`config.mk`:
```
export PLATFORM = sky130hd
export DESIGN_NAME = sfir_top
export DESIGN_NICKNAME = d
export VERILOG_FILES = /design/src/core/sfir_cmul.v /design/src/core/sfir_top.v
export VERILOG_INCLUDE_DIRS = /design/src /design/src/core
export SDC_FILE = /design/constraint.sdc
export NUM_CORES = 1
export LEC_CHECK = 0
export ABC_AREA = 1
export BUFFER_PORTS_ARGS = -buffer_cell sky130_fd_sc_hd__buf_2
export CAP_MARGIN = 40
export CORE_MARGIN = 4
export CORE_UTILIZATION = 55
export DETAILED_ROUTE_END_ITERATION = 16
export PLACE_DENSITY = 0.73
export REMOVE_ABC_BUFFERS = 1
export SLEW_MARGIN = 20
export SYNTH_ARGS = -nofsm -noshare
export SYNTH_HDL_FRONTEND = slang
export SYNTH_SLANG_ARGS = --single-unit
```
`constraint.sdc`:
```
create_clock -name clk -period 7.65 [get_ports clk]
set_clock_uncertainty 0.2 [all_clocks]
set_input_delay 0.3825 -clock clk [delete_from_list [all_inputs] [get_ports clk]]
set_output_delay 0.3825 -clock clk [all_outputs]
set_load 0.02 [all_outputs]
```
`src/core/sfir_map.vh`:
```
/*
 symmetric fir filter: named constants for widths, tap count, clear polarity
 and reset values. assumes nothing of its surroundings.
*/
`ifndef SFIR_MAP_VH
`define SFIR_MAP_VH

// widths and tap count as built
`define SFIR_D_WIDTH 8
`define SFIR_D_MIN 2
`define SFIR_D_MAX 16
`define SFIR_TAPS 12
`define SFIR_TAPS_MAX 64
`define SFIR_UNIQ ((`SFIR_TAPS / 2) + (`SFIR_TAPS % 2))
`define SFIR_TAPS_LOG2 4
`define SFIR_FULL_RES (2 * `SFIR_D_WIDTH + `SFIR_TAPS_LOG2)
// 0 selects full resolution
`define SFIR_O_WIDTH 0
`define SFIR_O_MIN 3
`define SFIR_O_MAX 64
`define SFIR_O_EFF ((`SFIR_O_WIDTH == 0) ? `SFIR_FULL_RES : `SFIR_O_WIDTH)

// clear polarity selections
`define SFIR_CLR_NONE 2
`define SFIR_CLR_HIGH 1
`define SFIR_CLR_LOW 0
`define SFIR_CLR_SEL `SFIR_CLR_HIGH

// io register option: 1 inserts input and output registers
`define SFIR_IOREG 1

// unique coefficients packed low index first, d_width bits each
`define SFIR_COEF_VEC {8'h03, 8'h00, 8'hf6, 8'h00, 8'h27, 8'h40}

`define SFIR_ZERO_D {`SFIR_D_WIDTH{1'b0}}

`endif

```
`src/core/sfir_cmul.v`:
```
/*
 signed multiply-by-constant unit for one coefficient.
 assumes a signed sample on data_in; the product is purely combinational.
*/
`timescale 1ns/1ps
`default_nettype none
`include "sfir_map.vh"

module sfir_cmul #(
    parameter [`SFIR_D_WIDTH-1:0] coef = `SFIR_ZERO_D
) (
    input wire signed [`SFIR_D_WIDTH-1:0] data_in,
    output wire signed [2*`SFIR_D_WIDTH-1:0] prod
);

// =======================================================
// constant product
// a zero coefficient leaves no logic at all
generate
    if (coef == `SFIR_ZERO_D) begin : g_zero
        assign prod = {(2*`SFIR_D_WIDTH){1'b0}};
    end else begin : g_mul
        wire signed [`SFIR_D_WIDTH-1:0] k = coef;
        assign prod = data_in * k;
    end
endgenerate

endmodule
`default_nettype wire

```
`src/core/sfir_top.v`:
```
/*
 symmetric transposed-form fir filter, fully parallel, with optional io
 registers and a configurable asynchronous clear.
 assumes upstream supplies one signed sample per clk edge and downstream
 takes one result per edge; rstn is a synchronous active-low reset.
 assumes aclr is released away from the active clk edge, and that the
 build is chosen by editing the macros of sfir_map.vh, which are checked
 below at elaboration.
*/
`timescale 1ns/1ps
`default_nettype none
`include "sfir_map.vh"

module sfir_top (
    input wire clk,
    input wire rstn,
    input wire aclr,
    input wire signed [`SFIR_D_WIDTH-1:0] sample_in,
    output wire signed [`SFIR_O_EFF-1:0] result_out
);

localparam integer DW = `SFIR_D_WIDTH;
localparam integer NT = `SFIR_TAPS;
localparam integer NU = `SFIR_UNIQ;
localparam integer FR = `SFIR_FULL_RES;
localparam integer OW = `SFIR_O_EFF;
localparam integer PW = 2 * DW;
localparam [NU*DW-1:0] COEFS = `SFIR_COEF_VEC;

// =======================================================
// build-time range checks: an illegal setting fails elaboration
// a negative replication count is refused by every elaborator, which
// stops a bad build without naming a module that does not exist
generate
    if (NT < 1 || NT > `SFIR_TAPS_MAX) begin : g_bad_taps
        localparam [0:0] TAP_COUNT_OUT_OF_RANGE = {(-1){1'b0}};
    end
    if (DW < `SFIR_D_MIN || DW > `SFIR_D_MAX) begin : g_bad_dw
        localparam [0:0] DATA_WIDTH_OUT_OF_RANGE = {(-1){1'b0}};
    end
    if (OW < `SFIR_O_MIN || OW > `SFIR_O_MAX) begin : g_bad_ow
        localparam [0:0] RESULT_WIDTH_OUT_OF_RANGE = {(-1){1'b0}};
    end
    if ((1 << `SFIR_TAPS_LOG2) < NT) begin : g_bad_log2
        // the growth allowance must cover the tap count or sums wrap
        localparam [0:0] GROWTH_TOO_SMALL = {(-1){1'b0}};
    end
    if (`SFIR_CLR_SEL > `SFIR_CLR_NONE) begin : g_bad_clr
        localparam [0:0] CLEAR_SELECT_UNKNOWN = {(-1){1'b0}};
    end
endgenerate

// =======================================================
// clear decode
// clear is asynchronous by intent; synchronous rstn clears the same state
wire clr_act;
generate
    if (`SFIR_CLR_SEL == `SFIR_CLR_HIGH) begin : g_clr_hi
        assign clr_act = aclr;
    end else if (`SFIR_CLR_SEL == `SFIR_CLR_LOW) begin : g_clr_lo
        assign clr_act = ~aclr;
    end else begin : g_clr_none
        assign clr_act = 1'b0;
    end
endgenerate

// mirrored tap i uses unique coefficient min(i, nt-1-i)
function integer uniq_idx;
    input integer i;
    begin
        uniq_idx = (i < NT - 1 - i) ? i : NT - 1 - i;
    end
endfunction

// a product widened to the chain width keeps its sign
function signed [FR-1:0] widen;
    input signed [PW-1:0] p;
    begin
        widen = {{(FR-PW){p[PW-1]}}, p};
    end
endfunction

// =======================================================
// optional input register
// the synchronous reset folds into the next value so that the
// asynchronous branch loads constants only
reg signed [DW-1:0] in_q;
reg signed [DW-1:0] in_d;
wire signed [DW-1:0] x;
always @* begin
    in_d = sample_in;
    if (!rstn) begin
        in_d = `SFIR_ZERO_D;
    end
end
generate
    if (`SFIR_IOREG == 1) begin : g_inreg
        always @(posedge clk or posedge clr_act) begin
            if (clr_act) begin
                in_q <= `SFIR_ZERO_D;
            end else begin
                in_q <= in_d;
            end
        end
        assign x = in_q;
    end else begin : g_inbyp
        always @* begin
            in_q = `SFIR_ZERO_D;
        end
        assign x = sample_in;
    end
endgenerate

// =======================================================
// products: one constant multiplier per distinct coefficient
wire signed [PW-1:0] prod [0:NU-1];
genvar gu;
generate
    for (gu = 0; gu < NU; gu = gu + 1) begin : g_mul
        sfir_cmul #(
            .coef(COEFS[gu*DW +: DW])
        ) u_cmul (
            .data_in(x),
            .prod(prod[gu])
        );
    end
endgenerate

// =======================================================
// transposed chain: psum[i] carries the partial sum toward the output
// every stage is full width so no intermediate bit is lost; each stage
// owns its register so that no array element has two drivers
wire signed [FR-1:0] psum [0:NT-1];
wire signed [FR-1:0] stage_d [0:NT-1];
genvar gt;
generate
    for (gt = 0; gt < NT; gt = gt + 1) begin : g_tap
        reg signed [FR-1:0] acc_q;
        reg signed [FR-1:0] acc_d;
        wire signed [FR-1:0] p_ext = widen(prod[uniq_idx(gt)]);
        if (gt == NT - 1) begin : g_last
            assign stage_d[gt] = p_ext;
        end else begin : g_mid
            assign stage_d[gt] = psum[gt+1] + p_ext;
        end
        always @* begin
            acc_d = stage_d[gt];
            if (!rstn) begin
                acc_d = {FR{1'b0}};
            end
        end
        always @(posedge clk or posedge clr_act) begin
            if (clr_act) begin
                acc_q <= {FR{1'b0}};
            end else begin
                acc_q <= acc_d;
            end
        end
        assign psum[gt] = acc_q;
    end
endgenerate

// =======================================================
// result sizing
// a narrower result keeps the top bits, so it is the full-resolution sum scaled down by 2**(FR-OW)
wire signed [OW-1:0] sized;
generate
    if (OW >= FR) begin : g_ext
        assign sized = {{(OW-FR+1){psum[0][FR-1]}}, psum[0][FR-2:0]};
    end else begin : g_cut
        assign sized = psum[0][FR-1 -: OW];
    end
endgenerate

// =======================================================
// optional output register
// the synchronous reset folds into the next value, as on the input side
reg signed [OW-1:0] out_q;
reg signed [OW-1:0] out_d;
always @* begin
    out_d = sized;
    if (!rstn) begin
        out_d = {OW{1'b0}};
    end
end
generate
    if (`SFIR_IOREG == 1) begin : g_outreg
        always @(posedge clk or posedge clr_act) begin
            if (clr_act) begin
                out_q <= {OW{1'b0}};
            end else begin
                out_q <= out_d;
            end
        end
        assign result_out = out_q;
    end else begin : g_outbyp
        always @* begin
            out_q = {OW{1'b0}};
        end
        assign result_out = sized;
    end
endgenerate

endmodule
`default_nettype wire

```
==> parameters.txt, run 1 <==
Parameter                              Value

Status
  Run status ... completed

Layout
  Most frequent cells in the layout ... 431 x sky130_fd_sc_hd__nand2_1, 332 x sky130_fd_sc_hd__inv_1, 255 x sky130_fd_sc_hd__dfrtp_1, 187 x sky130_fd_sc_hd__nor2_1, 172 x sky130_fd_sc_hd__a21oi_1
  Layout Utilization ... around 63%
  Nets@finish ... 2230
  Number of filler instances in the final layout ... around 2500
  Antenna Diode Count ... 0
  Ratio of cells with drive above 1 in the final layout ... 4.89%
  Commonest non-fill, non-tap cell in the layout ... sky130_fd_sc_hd__nand2_1
  Growth of design area from synthesis to finish ... 11.3%
  Post-route design area ... 0.0176 sq mm
  Non-Filler Instances ... roughly 2400

Detailed routing
  Via count of the routed design ... 12900
  Number of violations reported at the end of detailed-routing iteration 0 ... 804
  Number of design rule violations left after detail routing ... 0
  Average wire length per cell after detail routing ... 16.4 microns
  Via count normalized by instance count ... 5.33
  DR pass1 iterations ... 5
  Overall routed net length ... slightly below 40000 microns
  Remaining antenna violation count after routing ... 0

Floorplan
  Die area ... 0.0316 sq mm
  Count of standard-cell rows ... 61
  I/O Pins ... 31
  Core outline area ... 0.0281 sq mm
  Die Span Y ... 178 microns
  Die boundary width ... 178 microns
  Initial Utilization ... 56.4%

Worst setup path
  Critical Path End Type ... flip-flop
  CP Cell Sequence ... inv_1 -> ha_1 -> inv_1 -> ha_1 -> fa_1 -> inv_1 -> fa_1 -> inv_1 -> ha_1 -> nand2_1 -> inv_1 -> a21oi_1 -> nand2_1 -> a21oi_1 -> xor2_1 -> ha_1 -> nand2_1 -> nor2_1 -> inv_1 -> nor3_1 -> nand4_1 -> nand3_1 -> o21ai_0 -> a21oi_1
  Required time of the critical path ... 7930 ps
  Slowest-stage cell, CP ... sky130_fd_sc_hd__dfrtp_1
  Critical path start-end classification ... reg2reg
  Startpoint type of the worst setup path ... flip-flop
  Worst stage delay on the critical path ... roughly 540 ps
  Arrival time of the worst setup path ... 6000 ps
  Library cell appearing most often on the critical path ... sky130_fd_sc_hd__inv_1
  Number of buffer and inverter stages on the critical path ... 6
  Crit path max-delay family ... adder cells
  Peak fanout along the critical path ... 10

Placed design
  Total instance count after detailed placement ... 2363
  GP Congestion ... 0.945
  Area after DPL ... 0.0165 sq mm
  DP Wirelength ... 30000 microns
  Input/output buffers ... 30

Power and ir drop
  Maximum vdd drop ... 0.200 mV
  Total power consumption of the routed design ... 0.00502 W
  Leak pwr ... roughly 10 nW
  Total power per unit cell area ... 285 mW/mm^2

Run
  Reported max-cap violation count ... 0

Synthesis
  Post-synthesis cell type count ... 40
  Number of flip-flops and latches in the synthesized netlist ... 255
  Post-synth EDFFs ... 0
  Count of yosys warnings during synthesis ... 0
  Syn Std Cell Area ... 0.0158 sq mm
  Cell count after synthesis ... 1972
  Sequential fraction of the synthesis area ... between 40 and 50%
  Ys async rst share ... between 90% and 100%
  Average cell area after synthesis ... 8.03 sq um
  Dominant synthesized flop cell ... sky130_fd_sc_hd__dfrtp_1

STA
  Top achievable clock speed ... 175 MHz
  Fin crit period ... 5720 ps
  Tightest slew margin relative to the limit ... between 40 and 50%
  Period utilisation layout ... 74.8%
  Setup repair after global routing missed its margin ... no
  Count of endpoints failing hold in the final timing report ... 0
  Number of pins with negative max-slew slack in the final report ... 0
  # setup viols final ... 0
  Tightest Pin Transition ... 813 ps
  Final TNS setup ... 0 ps

Global routing
  All-layer global routing usage ... 25.7%
  Wire length of the first global-routing pass ... 64600 microns
  GRT overflow ... 0
  Largest net degree at the start of global routing ... slightly above 70
  Number of antenna violations at the first check in global routing ... 0
  Vias in the first global route ... about 13000

Clock network
  Number of buffers created by CTS ... 28
  Count of clock tree sinks ... 255
  Cell at the root of the clock tree ... sky130_fd_sc_hd__clkbuf_16
  Worst-case clock buffer depth ... 3
  Count of cells resized by post-cts repair ... 0
  # H-tree levels ... 1
  Clock latency on the worst-skew pair ... approximately 550 ps
  Post-CTS clock slew at the launch and capture registers of the worst setup and hold paths ... 70 ps
  CTS tree ... built

Worst hold path
  Worst min-delay path category ... in2async
==> worst min-delay path: cells and delay by family <==
| kind | cells | cell delay [ps] |
|---|---|---|
| buffers and inverters | 3 | 970 |
==> cell type report <==
cell class	instances	area (sq um)	area share [%]
Clock buffer	34	785	4.45
Inverter	335	1260	7.18
Timing Repair Buffer	51	397	2.25
Multi-Input combinational cell	1354	8100	45.9
Clock inverter	17	229	1.30
Tap cell	378	473	2.68
Sequential cell	255	6380	36.2
==> Yosys cell counts (3+ instances only) <==
cell / n / area, sq um
sky130_fd_sc_hd__fa_1: 25 / 500
sky130_fd_sc_hd__a211oi_1: 7 / 52.6
sky130_fd_sc_hd__nand2_1: 431 / 1620
sky130_fd_sc_hd__xnor2_1: 24 / 210
sky130_fd_sc_hd__clkbuf_1: 26 / 97.6
sky130_fd_sc_hd__o21bai_1: 9 / 67.6
sky130_fd_sc_hd__nor3_1: 25 / 125
sky130_fd_sc_hd__o211ai_1: 7 / 52.6
sky130_fd_sc_hd__nand4_1: 14 / 87.6
sky130_fd_sc_hd__inv_1: 333 / 1250
sky130_fd_sc_hd__a21oi_1: 172 / 861
sky130_fd_sc_hd__o21ai_1: 3 / 15.0
sky130_fd_sc_hd__o21ai_0: 112 / 561
sky130_fd_sc_hd__a21o_1: 12 / 90.1
sky130_fd_sc_hd__a31oi_1: 6 / 37.5
sky130_fd_sc_hd__ha_1: 169 / 2110
sky130_fd_sc_hd__a21boi_0: 9 / 67.6
sky130_fd_sc_hd__dfrtp_1: 255 / 6380
sky130_fd_sc_hd__nand3b_1: 3 / 22.5
sky130_fd_sc_hd__nor2_1: 187 / 702
sky130_fd_sc_hd__xor2_1: 27 / 236
sky130_fd_sc_hd__o21a_1: 4 / 30.0
sky130_fd_sc_hd__nand3_1: 83 / 415
sky130_fd_sc_hd__nor3b_1: 6 / 45.0
sky130_fd_sc_hd__and2_1: 3 / 18.8
==> path summary, 6_finish.rpt <==
kind | startpoint | endpoint | slack [ps] | cells after the start
max in group asynchronous | aclr | in_q[5]$_DFF_PP0_ | 5640 | 5
worst min register to register | g_tap[5].acc_q[3]$_DFF_PP0_ | g_tap[4].acc_q[3]$_DFF_PP0_ | 230 | 2
min in group clk | g_tap[5].acc_q[3]$_DFF_PP0_ | g_tap[4].acc_q[3]$_DFF_PP0_ | 230 | 2
worst min-delay path | aclr | g_tap[7].acc_q[1]$_DFF_PP0_ | 210 | 3
worst max register to register | in_q[6]$_DFF_PP0_ | g_tap[1].acc_q[17]$_DFF_PP0_ | 1930 | 24
worst max-delay path | in_q[6]$_DFF_PP0_ | g_tap[1].acc_q[17]$_DFF_PP0_ | 1930 | 24
==> where the power goes <==
| group | internal, W | switching (W) |
|---|---|---|
| logic | 0.000627 | 0.00121 |
| clock network | 0.000900 | 0.000575 |
| registers | 0.00160 | 0.000107 |
==> registers in the layout, summed over array words and instances, names as in the netlist <==
signal,count
in_q,8
g_tap.acc_q,227
result_out,20
==> through the flow <==
stage                     setup WS (ps)  hold slack (ps)
after floorplan                    54.1              208
after global placement             2100              211
after detailed placement           2010              218
after CTS                          1970              218
after global routing               1570              237
final                              1930              207
==> per-layer routing <==
| metal | part of all wire, % | wire, microns | GRT usage [%] |
|---|---|---|---|
| met5 | 0 | 0 | 0 |
| met3 | 3.7 | 1470 | 2.54 |
| met2 | 50 | 19700 | 46.0 |
| met4 | 4.7 | 1870 | 11.0 |
| met1 | 42 | 16600 | 31.7 |
==> logic make-up (layout without fill, tap and decap cells) <==
group / Yosys count / count (layout) / synth area share [%]
buffers and inverters: 363 / 437 / 8.61
AO/OA/AOI/OAI: 345 / 345 / 11.8
XOR/XNOR: 54 / 54 / 3.28
flip-flops: 255 / 255 / 40.3
AND/OR/NAND/NOR: 761 / 761 / 19.5
adder cells (fa/ha/maj): 194 / 194 / 16.5
==> timing repair <==
| action | 4_1_cts | 5_1_grt |
|---|---|---|
| setup buffers | 0 | 0 |
| hold endpoints to repair | 68 | 0 |
| hold buffers | 10 | 0 |
No activity file was read; power rests on OpenSTA's default activity.
==> run 2, diff against run 1 <==
Settings changed: ABC_AREA 1 to 0.
Clock period 7.65 ns to 4.6 ns, I/O delays scaled along.
==> run 2 against run 1 <==
  * The run now ends with negative setup slack left
  * Critical path depth decreased by 2
  * Fmax increased by 12%
  * Routed wire length decreased by 1.4%
==> parameters.txt, run 2 <==
Parameter                              Value

Status
  Run status ... finished with violations
  Violated checks ... negative setup slack

STA
  Fin crit period ... 5120 ps (-600 ps)
  Tightest slew margin relative to the limit ... 45.7% (+0.055 points)
  Worst setup margin ... -521 ps (-2450 ps)
  Final TNS setup ... -10040 ps (-10040 ps)
  Tightest Pin Transition ... 814 ps (+1.14 ps)
  Period utilisation layout ... 111% (+37 points)
  Setup repair after global routing missed its margin ... yes
  Number of pins with negative max-slew slack in the final report ... 0 (unchanged)
  Top achievable clock speed ... 195 MHz (+12%)
  # setup viols final ... 37 (+37)
  Count of endpoints failing hold in the final timing report ... 0 (unchanged)

Synthesis
  Post-synthesis cell type count ... 75 (+88%)
  Number of flip-flops and latches in the synthesized netlist ... 255 (unchanged)
  Fraction of synthesized cell area in xor and xnor cells ... 5.88% (+2.6 points)
  Synth Area in Simple Gates ... 15.4% (-4.2 points)
  Mux contribution to synthesized area ... 0.881% (+0.88 points)
  Dominant synthesized flop cell ... sky130_fd_sc_hd__dfrtp_1
  Count of yosys warnings during synthesis ... 0 (unchanged)
  Main combinational cell family by area after synthesis ... adder cells
  Area contributors post-synth ... sky130_fd_sc_hd__dfrtp_1 42%, sky130_fd_sc_hd__ha_1 14%, sky130_fd_sc_hd__and2_1 5.4%, sky130_fd_sc_hd__xnor2_1 3.7%, sky130_fd_sc_hd__fa_1 3.3%
  Sequential fraction of the synthesis area ... 42.4% (+2.1 points)
  Fraction of the mapped netlist area in compound gates ... 14.5% (+2.7 points)
  Post-synth EDFFs ... 0 (unchanged)
  Ys async rst share ... 100% (unchanged)
  Average cell area after synthesis ... 10.1 sq um (+26%)
  Fraction of post-synthesis cell area in the top cell type by area ... 42.4% (+2.1 points)
  Syn Std Cell Area ... 0.0151 sq mm (-5.0%)
  Cell count after synthesis ... 1487 (-25%)
  List of most frequent post-synthesis cells ... 255 x sky130_fd_sc_hd__dfrtp_1, 169 x sky130_fd_sc_hd__ha_1, 133 x sky130_fd_sc_hd__nor2_1
  Post-Synth Adder-Cell Area ... 17.4% (+0.86 points)
  Largest area contributor in the netlist ... sky130_fd_sc_hd__dfrtp_1
  Most frequent cell after synthesis ... sky130_fd_sc_hd__dfrtp_1

Worst setup path
  Crit path max-delay family ... adder cells
  Startpoint type of the worst setup path ... flip-flop
  Worst r2r path cells ... 22 (-8.3%)
  Setup slack, reg-to-reg ... -520 ps (-2450 ps)
  Number of buffer and inverter stages on the critical path ... 4 (-2)
  Critical path start-end classification ... reg2reg
  Arrival time of the worst setup path ... 5380 ps (-620 ps)
  Peak fanout along the critical path ... 3 (-7)
  CP Cell Sequence ... buf_6 -> ha_4 -> ha_4 -> fa_1 -> inv_1 -> fa_1 -> inv_2 -> ha_4 -> inv_1 -> nor2_1 -> a21oi_2 -> o21ai_2 -> a21oi_2 -> xnor2_2 -> ha_1 -> a21o_1 -> a21o_1 -> a21o_1 -> a221o_1 -> a31o_1 -> o21ai_1 -> nor3b_2
  Slowest-stage cell, CP ... sky130_fd_sc_hd__fa_1
  Worst stage delay on the critical path ... 510 ps (-30 ps)
  Required time of the critical path ... 4860 ps (-3070 ps)
  Critical Path End Type ... flip-flop
  Launching point of the worst reg2reg path ... in_q[5]$_DFF_PP0_
  RR Endpoint ... g_tap[1].acc_q[18]$_DFF_PP0_

Floorplan
  Die Span Y ... 173 microns (-2.4%)
  Initial Utilization ... 55.9% (-0.53 points)
  Die area ... 0.0301 sq mm (-4.7%)
  Core outline area ... 0.0270 sq mm (-4.0%)
  Die boundary width ... 173 microns (-2.4%)
  Count of standard-cell rows ... 60 (-1.6%)
  I/O Pins ... 31 (unchanged)

Power and ir drop
  Cell Int Power ... 0.00653 W (+110%)
  Clock power frac ... 19.6% (-9.8 points)
  Proportion of power drawn by combinational gates ... 52.0% (+15 points)
  Switching power summed over all nets ... 0.00375 W (+98%)
  Maximum vdd drop ... 0.280 mV (+40%)
  Leak pwr ... 9.86 nW (-3.1%)
  Switching power as a share of total power ... 36.5% (-1.2 points)
  Total power per unit cell area ... 511 mW/mm^2 (+79%)
  Sequential cell fraction of total power ... 28.3% (-5.7 points)

Layout
  Combined flip-flop and latch cell area ... 0.00639 sq mm (about the same)
  Flip-flop count of the largest register, all copies and words added ... 227 (unchanged)
  Post-route design area ... 0.0201 sq mm (+14%)
  Commonest non-fill, non-tap cell in the layout ... sky130_fd_sc_hd__dfrtp_1
  Most frequent cells in the layout ... 251 x sky130_fd_sc_hd__dfrtp_1, 240 x sky130_fd_sc_hd__buf_4, 129 x sky130_fd_sc_hd__and2_1, 122 x sky130_fd_sc_hd__nor2_1, 119 x sky130_fd_sc_hd__ha_1
  Register name with the most flops ... g_tap.acc_q
  Growth of design area from synthesis to finish ... 33.6%
  Nets@finish ... 2007 (-10%)
  Ratio of cells with drive above 1 in the final layout ... 31.6% (+27 points)
  Area of the multi-input gates ... 0.00957 sq mm (+18%)
  Antenna Diode Count ... 0 (unchanged)
  Number of filler instances in the final layout ... 1694 (-32%)

Detailed routing
  Number of design rule violations left after detail routing ... 0 (unchanged)
  Via count normalized by instance count ... 5.57 (+4.5%)
  Overall routed net length ... 39100 microns (-1.4%)
  DR pass1 iterations ... 5 (unchanged)
  Remaining antenna violation count after routing ... 0 (unchanged)
  Via count of the routed design ... 12000 (-6.8%)
  Average wire length per cell after detail routing ... 18.1 microns (+11%)
  Number of violations reported at the end of detailed-routing iteration 0 ... 793 (-1.4%)

Clock network
  CTS tree ... built
  # H-tree levels ... 1 (unchanged)
  Count of clock tree sinks ... 255 (unchanged)
  Clock latency on the worst-skew pair ... 540 ps (about the same)
  Worst-case clock buffer depth ... 3 (unchanged)
  Post-CTS clock slew at the launch and capture registers of the worst setup and hold paths ... 60 ps (about the same)
  Number of buffers created by CTS ... 27 (-3.6%)
  Cell at the root of the clock tree ... sky130_fd_sc_hd__clkbuf_16

Worst hold path
  Worst min-delay path category ... in2async

Placed design
  Input/output buffers ... 30 (unchanged)
  GP Congestion ... 0.863 (-8.7%)
  Area after DPL ... 0.0172 sq mm (+4.4%)
  DP Wirelength ... 24400 microns (-19%)

Run
  Reported max-cap violation count ... 0 (unchanged)

Global routing
  Largest net degree at the start of global routing ... 88 (+22%)
  Wire length of the first global-routing pass ... 59900 microns (-7.3%)
  GRT overflow ... 0 (unchanged)
  All-layer global routing usage ... 23.9% (-1.8 points)
  Number of antenna violations at the first check in global routing ... 0 (unchanged)
  Vias in the first global route ... 12500 (-3.9%)
[run 2: cell count changes after synthesis, moves of 23 or more]
cell                       delta
sky130_fd_sc_hd__nand2_1    -362
sky130_fd_sc_hd__inv_1      -225
sky130_fd_sc_hd__and2_1     +126
sky130_fd_sc_hd__a21oi_1     -79
sky130_fd_sc_hd__o21ai_0     -78
sky130_fd_sc_hd__nand3_1     -73
sky130_fd_sc_hd__nor2_1      -54
sky130_fd_sc_hd__xnor2_1     +40
sky130_fd_sc_hd__o21ai_1     +35
sky130_fd_sc_hd__a21o_1      +28
sky130_fd_sc_hd__nor2b_1     +25
sky130_fd_sc_hd__o21a_1      +25
sky130_fd_sc_hd__nand2b_1    +23
[run 2: cells by family after synthesis]
logic type / Yosys count
AOI/OAI and AO/OA: 332
DFF: 255
muxes: 13
adders and majority gates: 194
xor gates and xnor gates: 98
and+or+nand+nor: 456
buffers and inverters: 139
[run 2: final cells by class]
cell class              count  share of cell area, %
multi-input cells        1093                   47.6
clock inverters             6                  0.199
flip-flops and latches    255                   31.8
repair buffers            316                   12.4
inverters                 109                   2.13
clock buffers              41                   3.77
well taps                 341                   2.12
[run 2: worst min-delay path: stages]
cell	delay, ps
sky130_fd_sc_hd__dlygate4sd3_1	530
sky130_fd_sc_hd__buf_2	150
sky130_fd_sc_hd__inv_8	290
[run 2: what timing repair did]
| item | 4_1_cts | 5_1_grt |
|---|---|---|
| setup endpoints to repair | 44 | 50 |
| gates resized for setup | 133 | 161 |
| hold endpoints to repair | 142 | 0 |
| pin swaps | 93 | 99 |
| setup buffers | 28 | 34 |
| hold buffers | 9 | 0 |
[run 2: worst max-delay path by stage]
| stage | slack [ps] | to | start | depth (start not counted) |
|---|---|---|---|---|
| 3_3_place_gp | -620 | g_tap[1].acc_q[18]$_DFF_PP0_ | in_q[4]$_DFF_PP0_ | 21 |
| 3_5_place_dp | -680 | g_tap[1].acc_q[19]$_DFF_PP0_ | in_q[4]$_DFF_PP0_ | 20 |
| 4_1_cts | -450 | g_tap[1].acc_q[19]$_DFF_PP0_ | in_q[5]$_DFF_PP0_ | 20 |
| 5_1_grt | -720 | g_tap[1].acc_q[18]$_DFF_PP0_ | in_q[5]$_DFF_PP0_ | 22 |
| 6_report | -520 | g_tap[1].acc_q[18]$_DFF_PP0_ | in_q[5]$_DFF_PP0_ | 22 |
| 2_1_floorplan | -2840 | g_tap[0].acc_q[0]$_DFF_PP0_ | aclr | 1 |
[run 2: per-layer routing]
layer / global-route usage, % / routed length, microns / vias up / part of all wire [%]
met5: 0 / 0 / - / 0
met4: 6.52 / 1350 / 0 / 3.5
met3: 2.84 / 1520 / 98 / 3.9
met2: 42.9 / 19700 / 307 / 50
met1: 30.8 / 16600 / 5904 / 42
li1: - / - / 5721 / -
[run 2: power by group through the flow]
stage	clock (W)	sequential, W	combinational (W)
final	0.00202	0.00291	0.00535
after CTS	0.00205	0.00289	0.00452
after floorplan	0	0.00290	0.00253
after global placement	0	0.00291	0.00390
after global routing	0.00216	0.00296	0.00580
after detailed placement	0	0.00292	0.00400
[run 2: through the flow]
step / worst slack (ps) / cells / hold WS [ps] / total power (W) / utilization (%)
CTS: -450 / 2131 / 44.2 / 0.00946 / 70.5
global placement: -621 / 2051 / 229 / 0.00681 / 63.8
global route: -718 / 2161 / 79.2 / 0.0109 / 74.6
floorplan: -2840 / 1457 / 138 / 0.00543 / -
detailed placement: -677 / 2053 / 69.0 / 0.00692 / 63.9
finish: -521 / 2161 / 45.3 / 0.0103 / 74.6
==> run 3, diff against run 2 <==
Settings changed: RECOVER_POWER set to 100.
==> run 3 against run 2 <==
  * The flow finishes with violations (max-capacitance violations, max-slew violations, negative setup slack)
  * Setup slack lost 11 ps
  * Non-clock buffer count is the same
  * Sequential power about the same
  * Count of clock-buffer cells in the layout stayed put
  * Core utilization fell by 0.18 points
  * Final cell count unchanged
  * Cell area decreased by 0.24%
  * Clock power about the same
  * Routed wire length up 0.25%
  * Global-route usage unchanged
  * First-iteration DRC count fell by 0.76%
  * Critical endpoint unchanged
==> parameters.txt, run 3 (synthesis gave the netlist of run 2 again) <==
Parameter                              Value

Worst setup path
  Slowest-stage cell, CP ... sky130_fd_sc_hd__fa_1
  Setup slack, reg-to-reg ... -530 ps (about the same)
  Peak fanout along the critical path ... 3 (unchanged)
  Startpoint type of the worst setup path ... flip-flop
  Required time of the critical path ... 4860 ps (about the same)
  Worst r2r path cells ... 22 (unchanged)
  Launching point of the worst reg2reg path ... in_q[5]$_DFF_PP0_
  RR Endpoint ... g_tap[1].acc_q[18]$_DFF_PP0_
  Worst stage delay on the critical path ... 510 ps (about the same)
  Arrival time of the worst setup path ... 5390 ps (about the same)
  CP Cell Sequence ... buf_6 -> ha_4 -> ha_4 -> fa_1 -> inv_1 -> fa_1 -> inv_2 -> ha_4 -> inv_1 -> nor2_1 -> a21oi_2 -> o21ai_2 -> a21oi_2 -> xnor2_2 -> ha_1 -> a21o_1 -> a21o_1 -> a21o_1 -> a221o_1 -> a31o_1 -> o21ai_1 -> nor3b_2
  Critical path start-end classification ... reg2reg
  Critical Path End Type ... flip-flop

Floorplan
  Die boundary width ... 173 microns (unchanged)
  Core outline area ... 0.0270 sq mm (unchanged)
  Initial Utilization ... 55.9% (unchanged)
  Die Span Y ... 173 microns (unchanged)
  Die area ... 0.0301 sq mm (unchanged)
  Count of standard-cell rows ... 60 (unchanged)
  I/O Pins ... 31 (unchanged)

Global routing
  All-layer global routing usage ... 23.9% (unchanged)
  Vias in the first global route ... 12500 (unchanged)
  GRT overflow ... 0 (unchanged)
  Largest net degree at the start of global routing ... 88 (unchanged)
  Number of antenna violations at the first check in global routing ... 0 (unchanged)
  Wire length of the first global-routing pass ... 59900 microns (unchanged)

Detailed routing
  Overall routed net length ... 39200 microns (+0.25%)
  Via count of the routed design ... 12000 (-0.18%)
  Number of violations reported at the end of detailed-routing iteration 0 ... 787 (-0.76%)
  Average wire length per cell after detail routing ... 18.1 microns (+0.25%)
  Via count normalized by instance count ... 5.56 (-0.18%)
  DR pass1 iterations ... 5 (unchanged)
  Number of design rule violations left after detail routing ... 0 (unchanged)
  Remaining antenna violation count after routing ... 0 (unchanged)

STA
  Number of pins with negative max-slew slack in the final report ... 331 (+331)
  Period utilisation layout ... 112% (+0.24 points)
  Setup repair after global routing missed its margin ... yes
  Count of endpoints failing hold in the final timing report ... 0 (unchanged)
  Top achievable clock speed ... 195 MHz (-0.22%)
  Fin crit period ... 5130 ps (+11.1 ps)
  # setup viols final ... 38 (+2.7%)
  Worst setup margin ... -532 ps (-11.1 ps)
  Tightest Pin Transition ... 3310 ps (+2500 ps)
  Tightest slew margin relative to the limit ... -121% (-170 points)

Layout
  Most frequent cells in the layout ... 251 x sky130_fd_sc_hd__dfrtp_1, 235 x sky130_fd_sc_hd__buf_4, 122 x sky130_fd_sc_hd__nor2_1, 119 x sky130_fd_sc_hd__ha_1, 95 x sky130_fd_sc_hd__inv_1
  Number of filler instances in the final layout ... 1699 (+0.30%)
  Nets@finish ... 2007 (unchanged)
  Growth of design area from synthesis to finish ... 33.2%
  Antenna Diode Count ... 0 (unchanged)
  Flip-flop count of the largest register, all copies and words added ... 227 (unchanged)
  Post-route design area ... 0.0201 sq mm (-0.24%)
  Register name with the most flops ... g_tap.acc_q
  Commonest non-fill, non-tap cell in the layout ... sky130_fd_sc_hd__dfrtp_1
  Ratio of cells with drive above 1 in the final layout ... 31.3% (-0.27 points)

Placed design
  GP Congestion ... 0.863 (unchanged)
  DP Wirelength ... 24400 microns (unchanged)
  Worst Setup Slack post-DPL ... -677 ps (unchanged)
  Input/output buffers ... 30 (unchanged)
  Area after DPL ... 0.0172 sq mm (unchanged)

Status
  Run status ... finished with violations
  Violated checks ... max-capacitance violations, max-slew violations, negative setup slack

Clock network
  Number of buffers created by CTS ... 27 (unchanged)
  CTS tree ... built
  Clock latency on the worst-skew pair ... 540 ps (about the same)
  Cell at the root of the clock tree ... sky130_fd_sc_hd__clkbuf_16
  Count of clock tree sinks ... 255 (unchanged)
  Worst-case clock buffer depth ... 3 (unchanged)
  # H-tree levels ... 1 (unchanged)
  Post-CTS clock slew at the launch and capture registers of the worst setup and hold paths ... 60 ps (about the same)

Power and ir drop
  Maximum vdd drop ... 0.280 mV (about the same)
  Leak pwr ... 9.79 nW (-0.71%)
  Total power per unit cell area ... 512 mW/mm^2 (+0.18%)
  Total power consumption of the routed design ... 0.0103 W (about the same)

Worst hold path
  Hold Path Stages ... 1
  WHS Endpoint ... g_tap[2].acc_q[2]$_DFF_PP0_
  Min-delay src ... g_tap[3].acc_q[2]$_DFF_PP0_
  Worst min-delay path category ... reg2reg

Run
  Reported max-cap violation count ... 6 (+6)
==> run 3: routing by layer <==
layer  global-route usage, %  wire length, microns  up-vias
met1                    30.8                 16700     5915
met3                    2.84                  1460       95
li1                        -                     -     5718
met4                    6.52                  1330        0
met5                       0                     0        -
met2                    42.9                 19700      280
==> run 3: through the flow <==
stage          utilization [%]  setup TNS [ps]  std cells  hold slack (ps)
2_1_floorplan                -         -734260       1457              138
3_3_place_gp              63.8          -10920       2051              229
3_5_place_dp              63.9          -13040       2053             69.0
4_1_cts                   70.5           -3440       2131             44.2
5_1_grt                   74.4          -24230       2161              245
6_report                  74.4          -10330       2161              242
==> run 3: critical path: cells and delay by family (launching register included) <==
family,cells,cell delay [ps]
AOI/OAI and AO/OA,9,1630
xor gates and xnor gates,1,140
adders and majority gates,6,2040
buffers and inverters,4,300
DFF,1,430
and+or+nand+nor,2,300
==> run 3: final cells by class <==
class                   instances  area (sq um)  share of cell area, %
flip-flops and latches        255          6390                   31.8
repair buffers                316          2460                   12.3
multi-input cells            1093          9570                   47.7
clock inverters                 6          40.0                  0.200
clock buffers                  41           758                   3.78
inverters                     109           423                   2.11
well taps                     341           427                   2.13
==> run 3: repair_timing <==
| item | CTS | global route |
|---|---|---|
| endpoints found under the hold margin | 142 | 0 |
| hold buffers | 9 | 0 |
| resized for setup | 133 | 161 |
| setup endpoints to repair | 44 | 50 |
| pin swaps | 93 | 99 |
| buffers inserted | 28 | 34 |
==> run 3: worst max path at each step <==
stage	startpoint	end	slack [ps]	cells after the start
after floorplan	aclr	g_tap[0].acc_q[0]$_DFF_PP0_	-2840	1
after detailed placement	in_q[4]$_DFF_PP0_	g_tap[1].acc_q[19]$_DFF_PP0_	-680	20
after CTS	in_q[5]$_DFF_PP0_	g_tap[1].acc_q[19]$_DFF_PP0_	-450	20
final	in_q[5]$_DFF_PP0_	g_tap[1].acc_q[18]$_DFF_PP0_	-530	22
after global routing	in_q[5]$_DFF_PP0_	g_tap[1].acc_q[18]$_DFF_PP0_	-720	22
after global placement	in_q[4]$_DFF_PP0_	g_tap[1].acc_q[18]$_DFF_PP0_	-620	21
==> run 3: power by group <==
part / switching, W / internal (W)
Clock: 0.000883 / 0.00113
Sequential: 0.000186 / 0.00273
Combinational: 0.00268 / 0.00266
